[src/inc/pacer_pkg.sv]
// Shared constants and carrier types for the pacer and trigger block
package pacer_pkg;
    // ************************************************************
    // Timing
    // ************************************************************
    localparam int SYS_CLK_MHZ = 100;
    localparam int TIMEBASE_MHZ = 10;
    localparam int TIMEBASE_DIV = SYS_CLK_MHZ / TIMEBASE_MHZ;
    localparam int CNT_W = 16;
    localparam logic [CNT_W-1:0] CNT_RST = 16'h0000;
    localparam logic [CNT_W-1:0] DIV_RST = 16'h0000;
    localparam int SYNC_STAGES = 2;

    // ************************************************************
    // Counter 0 modes
    // ************************************************************
    typedef enum logic [0:0] {
        EV_COUNT = 1'b0,
        EV_PULSE = 1'b1
    } ev_mode_t;

    // Counter load values presented by the parent logic
    typedef struct packed {
        logic [CNT_W-1:0] ev_reload;
        logic [CNT_W-1:0] pace_lo_reload;
        logic [CNT_W-1:0] pace_hi_reload;
    } cnt_cfg_t;

    // Trigger outputs toward the conversion update logic
    typedef struct packed {
        logic pacer_fire;
        logic outside_fire;
        logic conv_start;
    } trig_t;
endpackage

[src/core/pacer_and_external_trigger.sv]
// Three-counter pacer with gated external trigger for conversion start
// How it works
// Three 16-bit counters on 10 MHz timebase
// Counter 0 counts events or emits pulses
// Counters 1 and 2 chained as 32-bit timer
// Pacer rising edge starts one conversion
// Pacer pulse exported as sync output
// External trigger enabled only while gate high
// Enabled outside edges each start one conversion
// Gate low makes outside edges ignored
// Inputs synchronised; edges become single-cycle pulses
module pacer_and_external_trigger #(
    parameter int CNT_W = pacer_pkg::CNT_W
) (
    input wire logic sys_clk_in, // 100 MHz clock
    input wire logic rst_b_in, // Async reset, active low
    input wire pacer_pkg::cnt_cfg_t cfg_in, // Counter reload values
    input wire logic pace_run_in, // Pacer runs while high
    input wire logic ev_run_in, // Counter 0 runs while high
    input wire pacer_pkg::ev_mode_t ev_mode_in, // Counter 0 mode
    input wire logic ev_chan_in, // Counter 0 event input
    input wire logic outside_trigger_enable_in, // Trigger gate
    input wire logic outside_trigger_enable_alt_in, // Gate, second name
    input wire logic outside_trigger_edge_in, // External trigger clock
    output logic [CNT_W-1:0] ev_count_out, // Counter 0 value
    output logic ev_pulse_out, // Counter 0 output
    output logic pacer_sync_out, // Pacer output for other gear
    output pacer_pkg::trig_t trig_out // One-cycle trigger pulses
);
    // ************************************************************
    // Timebase divider
    // ************************************************************
    logic [7:0] div_ff;
    logic tick;

    assign tick = (div_ff == 8'(pacer_pkg::TIMEBASE_DIV - 1));

    // Fixed divide: the timebase is always one tenth of the system clock
    always_ff @(posedge sys_clk_in or negedge rst_b_in) begin
        if (!rst_b_in) begin
            div_ff <= 8'(pacer_pkg::DIV_RST);
        end else if (tick) begin
            div_ff <= 8'h00;
        end else begin
            div_ff <= div_ff + 8'h01;
        end
    end

    // ************************************************************
    // Input synchronisers
    // ************************************************************
    logic [2:0] raw;
    logic [2:0] sync1_ff;
    logic [2:0] sync2_ff;
    logic [2:0] sync3_ff;

    // Either name of the gate enables; both are the same pin in use
    assign raw = {ev_chan_in, outside_trigger_edge_in,
                  outside_trigger_enable_in | outside_trigger_enable_alt_in};

    genvar gi;
    generate
        for (gi = 0; gi < 3; gi++) begin : g_sync
            always_ff @(posedge sys_clk_in or negedge rst_b_in) begin
                if (!rst_b_in) begin
                    sync1_ff[gi] <= 1'b0;
                end else begin
                    sync1_ff[gi] <= raw[gi];
                end
            end

            // Only the second stage reads the first; the third keeps edges
            always_ff @(posedge sys_clk_in or negedge rst_b_in) begin
                if (!rst_b_in) begin
                    sync2_ff[gi] <= 1'b0;
                    sync3_ff[gi] <= 1'b0;
                end else begin
                    sync2_ff[gi] <= sync1_ff[gi];
                    sync3_ff[gi] <= sync2_ff[gi];
                end
            end
        end
    endgenerate

    logic gate_on;
    logic outside_rise;
    logic ev_rise;

    assign gate_on = sync2_ff[0];
    assign outside_rise = sync2_ff[1] & ~sync3_ff[1];
    assign ev_rise = sync2_ff[2] & ~sync3_ff[2];

    // ************************************************************
    // Counter 0: event counter or pulse generator
    // ************************************************************
    logic [CNT_W-1:0] ev_ff;
    logic ev_pulse_ff;

    always_ff @(posedge sys_clk_in or negedge rst_b_in) begin
        if (!rst_b_in) begin
            ev_ff <= CNT_W'(pacer_pkg::CNT_RST);
        end else if (!ev_run_in) begin
            ev_ff <= cfg_in.ev_reload;
        end else if (ev_mode_in == pacer_pkg::EV_COUNT) begin
            if (ev_rise) begin
                ev_ff <= ev_ff + CNT_W'(1);
            end
        end else if (tick) begin
            if (ev_ff == '0) begin
                ev_ff <= cfg_in.ev_reload;
            end else begin
                ev_ff <= ev_ff - CNT_W'(1);
            end
        end
    end

    // Pulse mode: one timebase period high on each wrap
    always_ff @(posedge sys_clk_in or negedge rst_b_in) begin
        if (!rst_b_in) begin
            ev_pulse_ff <= 1'b0;
        end else if (!ev_run_in || ev_mode_in == pacer_pkg::EV_COUNT) begin
            ev_pulse_ff <= 1'b0;
        end else if (tick) begin
            ev_pulse_ff <= (ev_ff == '0);
        end
    end

    assign ev_count_out = ev_ff;
    assign ev_pulse_out = ev_pulse_ff;

    // ************************************************************
    // Counters 1 and 2: cascaded pacer
    // ************************************************************
    logic [CNT_W-1:0] lo_ff;
    logic [CNT_W-1:0] hi_ff;
    logic pacer_ff;
    logic pacer_prev_ff;
    logic lo_wrap;

    assign lo_wrap = tick & (lo_ff == '0);

    // Low counter divides the timebase; its wrap clocks the high one
    always_ff @(posedge sys_clk_in or negedge rst_b_in) begin
        if (!rst_b_in) begin
            lo_ff <= CNT_W'(pacer_pkg::CNT_RST);
        end else if (!pace_run_in) begin
            lo_ff <= cfg_in.pace_lo_reload;
        end else if (tick) begin
            if (lo_ff == '0) begin
                lo_ff <= cfg_in.pace_lo_reload;
            end else begin
                lo_ff <= lo_ff - CNT_W'(1);
            end
        end
    end

    always_ff @(posedge sys_clk_in or negedge rst_b_in) begin
        if (!rst_b_in) begin
            hi_ff <= CNT_W'(pacer_pkg::CNT_RST);
            pacer_ff <= 1'b0;
        end else if (!pace_run_in) begin
            hi_ff <= cfg_in.pace_hi_reload;
            pacer_ff <= 1'b0;
        end else if (lo_wrap) begin
            if (hi_ff == '0) begin
                hi_ff <= cfg_in.pace_hi_reload;
                pacer_ff <= 1'b1;
            end else begin
                hi_ff <= hi_ff - CNT_W'(1);
                pacer_ff <= 1'b0;
            end
        end
    end

    always_ff @(posedge sys_clk_in or negedge rst_b_in) begin
        if (!rst_b_in) begin
            pacer_prev_ff <= 1'b0;
        end else begin
            pacer_prev_ff <= pacer_ff;
        end
    end

    assign pacer_sync_out = pacer_ff;

    // ************************************************************
    // Trigger pulses
    // ************************************************************
    logic pacer_fire_ff;
    logic outside_fire_ff;
    logic conv_start_ff;
    logic pace_edge;
    logic outside_edge;

    assign pace_edge = pacer_ff & ~pacer_prev_ff;
    // Gate low drops every outside edge; none are held for later
    assign outside_edge = outside_rise & gate_on;

    always_ff @(posedge sys_clk_in or negedge rst_b_in) begin
        if (!rst_b_in) begin
            pacer_fire_ff <= 1'b0;
        end else begin
            pacer_fire_ff <= pace_edge;
        end
    end

    always_ff @(posedge sys_clk_in or negedge rst_b_in) begin
        if (!rst_b_in) begin
            outside_fire_ff <= 1'b0;
        end else begin
            outside_fire_ff <= outside_edge;
        end
    end

    // Coincident pacer and outside edges merge into a single start
    always_ff @(posedge sys_clk_in or negedge rst_b_in) begin
        if (!rst_b_in) begin
            conv_start_ff <= 1'b0;
        end else begin
            conv_start_ff <= pace_edge | outside_edge;
        end
    end

    // Field order follows the carrier: pacer, outside, start
    assign trig_out = {pacer_fire_ff, outside_fire_ff, conv_start_ff};
endmodule

[config.mk]
export PLATFORM = sky130hd
export DESIGN_NAME = pacer_and_external_trigger
export DESIGN_NICKNAME = d
export VERILOG_FILES = /design/src/inc/pacer_pkg.sv /design/src/core/pacer_and_external_trigger.sv
export SDC_FILE = /design/constraint.sdc
export NUM_CORES = 1
export LEC_CHECK = 0
export ABC_AREA = 1
export BUFFER_PORTS_ARGS = -buffer_cell sky130_fd_sc_hd__clkbuf_2
export CAP_MARGIN = 20
export CORE_MARGIN = 2
export CORE_UTILIZATION = 45
export CTS_CLUSTER_DIAMETER = 80
export CTS_CLUSTER_SIZE = 8
export DETAILED_ROUTE_END_ITERATION = 10
export PLACE_DENSITY = 0.66
export REMOVE_ABC_BUFFERS = 1
export SYNTH_ARGS = -nofsm -noshare
export SYNTH_HDL_FRONTEND = slang
export SYNTH_SLANG_ARGS = --single-unit
[constraint.sdc]
create_clock -name sys_clk_in -period 2.4 [get_ports sys_clk_in]
set_input_delay 0.12 -clock sys_clk_in [delete_from_list [all_inputs] [get_ports sys_clk_in]]
set_output_delay 0.12 -clock sys_clk_in [all_outputs]
set_load 0.03 [all_outputs]
==> impl_metrics.json <==
{
  "routedWlPerCell_um": 13.3,
  "area_growth_syn_to_layout_pct": 14.7,
  "grt_remaining_overflow": 0,
  "fin_crit_sh_pct": 77.9,
  "pwr_density_cell_nw_per_um2": 637,
  "core_um2": 10900,
  "synth_flop_cell": "sky130_fd_sc_hd__dfrtp_1",
  "tritoncts": "yes",
  "viasPerCell": 5.08,
  "irDropWorstVdd_v": 0.000425,
  "firstDrtPassIters": 5,
  "register_area_um2": 1750,
  "critical_path_class": "flop to flop",
  "fillCellCount": 1124,
  "layout-drive-gt1-share_pct": 17.9,
  "max-cap-violations": 0,
  "leakagePower_uw": 0.00298,
  "detailroute.via_count": 4913,
  "placement_rows": 38,
  "ys_async_sr_fraction_pct": 100,
  "ctsResizeCount": 0,
  "synthDistinctLibCells": 38,
  "clkSinkCount": 70,
  "die_width_um": 110,
  "cts_h_tree_depth": 3,
  "grt_pass1_wl_um": 22100,
  "syn_area_um2": 5100,
  "critical_path.startpoint_type": "flop",
  "finalPower_uw": 3720,
  "final_core_utilization_pct": 53.5,
  "number_of_post_cts_setup_repair_buffers": 0,
  "synth-seq-cells": 70,
  "start_util_pct": 46.6,
  "grt_pass1_vias": 4761,
  "finalNetCount": 890,
  "antenna_found_initial": 0,
  "critical_path.max_fanout": 15,
  "timing.slew.headroom_pct": 49.0,
  "cts.reportedPaths.clkPinSlew_ps": 50,
  "antenna_diode_instance_count": 0,
  "final_common_cell": "sky130_fd_sc_hd__nand2_1",
  "syn_area_per_cell_um2": 6.83,
  "mostFrequentLayoutCells": "sky130_fd_sc_hd__nand2_1 (235), sky130_fd_sc_hd__nor2_1 (90), sky130_fd_sc_hd__inv_1 (80)",
  "cts_made_buffers": 9,
  "multiInputGateArea_um2": 2810,
  "period_needed_ps": 1870,
  "skew_final_ps": 7.44,
  "worst_pin_slew_ps": 765,
  "synth_enable_flop_cells": 0,
  "top_level_ports": 78,
  "finalMaxSlewViolations": 0,
  "endpoint_kind": "flop",
  "hold_path.class": "input port to flop",
  "floorplan.die_area_um2": 12200,
  "clock.fmax_mhz": 535,
  "yosys_top_cell_by_area": "sky130_fd_sc_hd__dfrtp_1",
  "dpl.hpwl_um": 9610,
  "hold_viol_final": 0,
  "drtAntennaViolNets": 0,
  "setup_viol": 0,
  "status": "complete, no violations",
  "fp.dieH_um": 110,
  "drt_drc_violations_left": 0,
  "cp_data_required_time_ps": 2660,
  "cts-root-buf": "sky130_fd_sc_hd__clkbuf_16",
  "setup-tns-final_ps": 0,
  "finalWeightedCongestion": 0.902,
  "largest_cells_by_area_after_synthesis": "sky130_fd_sc_hd__dfrtp_1 (34%), sky130_fd_sc_hd__nand2_1 (17%), sky130_fd_sc_hd__nor2_1 (6.6%)",
  "cp_data_arrival_time_ps": 2130,
  "yosysWarnings": 0,
  "maximum_number_of_buffers_from_clock_root_to_sink": 2,
  "share_of_the_synthesized_area_in_the_top_cell_type_pct": 34.4,
  "synth-seq-area-share_pct": 34.4,
  "clk-insertion-delay-late_ps": 340,
  "detail_route.wirelength_um": 12800,
  "grt_start_max_net_pins": 35,
  "drt-initial-drc-count": 270,
  "track_usage_pct": 21.9,
  "syn_inst": 747,
  "port_buffers": 77,
  "unrepaired_setup_endpoints_after_global_routing": "no"
}
## state kept, by name, indices dropped and copies added, names as in the netlist, 2 cells and up
register	cells
ev_count_out	16
hi_ff	16
lo_ff	16
div_ff	8
sync1_ff	3
sync2_ff	2
sync3_ff	2
## synth_stat cells (2+ instances only)
library cell,n
sky130_fd_sc_hd__a21oi_1,21
sky130_fd_sc_hd__a22oi_1,2
sky130_fd_sc_hd__buf_2,6
sky130_fd_sc_hd__buf_4,7
sky130_fd_sc_hd__buf_6,9
sky130_fd_sc_hd__clkbuf_1,2
sky130_fd_sc_hd__dfrtp_1,70
sky130_fd_sc_hd__ha_1,9
sky130_fd_sc_hd__inv_1,80
sky130_fd_sc_hd__inv_2,6
sky130_fd_sc_hd__nand2_1,235
sky130_fd_sc_hd__nand2_2,7
sky130_fd_sc_hd__nand3_1,51
sky130_fd_sc_hd__nand3_2,8
sky130_fd_sc_hd__nand3_4,2
sky130_fd_sc_hd__nand4_1,10
sky130_fd_sc_hd__nor2_1,90
sky130_fd_sc_hd__nor2_2,11
sky130_fd_sc_hd__nor2_4,5
sky130_fd_sc_hd__nor3_1,9
sky130_fd_sc_hd__o211ai_1,6
sky130_fd_sc_hd__o21ai_0,40
sky130_fd_sc_hd__o21ai_1,12
sky130_fd_sc_hd__o21ai_2,3
sky130_fd_sc_hd__o22ai_1,2
sky130_fd_sc_hd__or2_2,2
sky130_fd_sc_hd__xnor2_1,3
sky130_fd_sc_hd__xor2_1,29
## critical path: stages, from the launching register on
cell	delay, ps
sky130_fd_sc_hd__dfrtp_1	410
sky130_fd_sc_hd__inv_1	120
sky130_fd_sc_hd__ha_1	160
sky130_fd_sc_hd__nand2_1	50
sky130_fd_sc_hd__nor3_1	120
sky130_fd_sc_hd__nand4_1	160
sky130_fd_sc_hd__nand2_2	220
sky130_fd_sc_hd__buf_4	240
sky130_fd_sc_hd__nand2_1	60
sky130_fd_sc_hd__o21ai_0	90
sky130_fd_sc_hd__nand2_1	70
sky130_fd_sc_hd__o21ai_0	70
## final timing paths
kind	startpoint	endpoint	slack, ps	cells after the start
setup / recovery	hi_ff[0]	hi_ff[5]	530	11
hold / removal	cfg_in[19]	lo_ff[3]	10	3
setup reg to reg	hi_ff[0]	hi_ff[5]	530	11
hold reg to reg	sync1_ff[0]	gate_on	350	0
max in group asynchronous	rst_b_in	hi_ff[5]	1340	3
min in group asynchronous	rst_b_in	ev_count_out[6]	380	2
## per-layer routing
metal	vias up	track usage, %	wire, µm
met3	22	3.62	578
met1	2257	28.0	5770
met2	128	36.1	6180
met4	0	10.3	299
met5	-	0	0
li1	2506	-	-
## final cells by class
type                    count  area share, %
repair buffers             92           8.77
well taps                 140           2.99
inverters                  87           5.60
clock buffers              13           4.62
multi-input cells         564           48.0
clock inverters             1         0.0855
flip-flops and latches     70           29.9
## per-stage QoR
| stage | hold WS (ps) | setup slack (ps) | instance area [µm²] | instances |
|---|---|---|---|---|
| detailed placement | 230 | 523 | 5520 | 947 |
| CTS | 13.6 | 497 | 5850 | 967 |
| finish | 14.4 | 531 | 5850 | 967 |
| global route | 38.5 | 235 | 5850 | 967 |
| floorplan | -176 | 666 | 4890 | 721 |
| global placement | 229 | 596 | 5520 | 947 |
## repair_timing
item,4_1_cts,5_1_grt
setup endpoints to repair,0,0
endpoints found under the hold margin,34,0
hold buffers,6,0
## power by group
group / total [µW] / leakage, µW / switching [µW] / internal (µW)
clock network: 1270 / 0.000138 / 496 / 771
logic: 965 / 0.00199 / 631 / 334
registers: 1490 / 0.000850 / 187 / 1310
## kinds of logic after synthesis
family | count (synthesis) | synth area share, %
simple gates | 435 | 37.9
buf+inv | 113 | 10.6
compound gates | 88 | 9.42
flops | 70 | 34.4
xor+xnor | 32 | 5.50
fa+ha+maj | 9 | 2.21
Power figures use the tool's default switching activity.
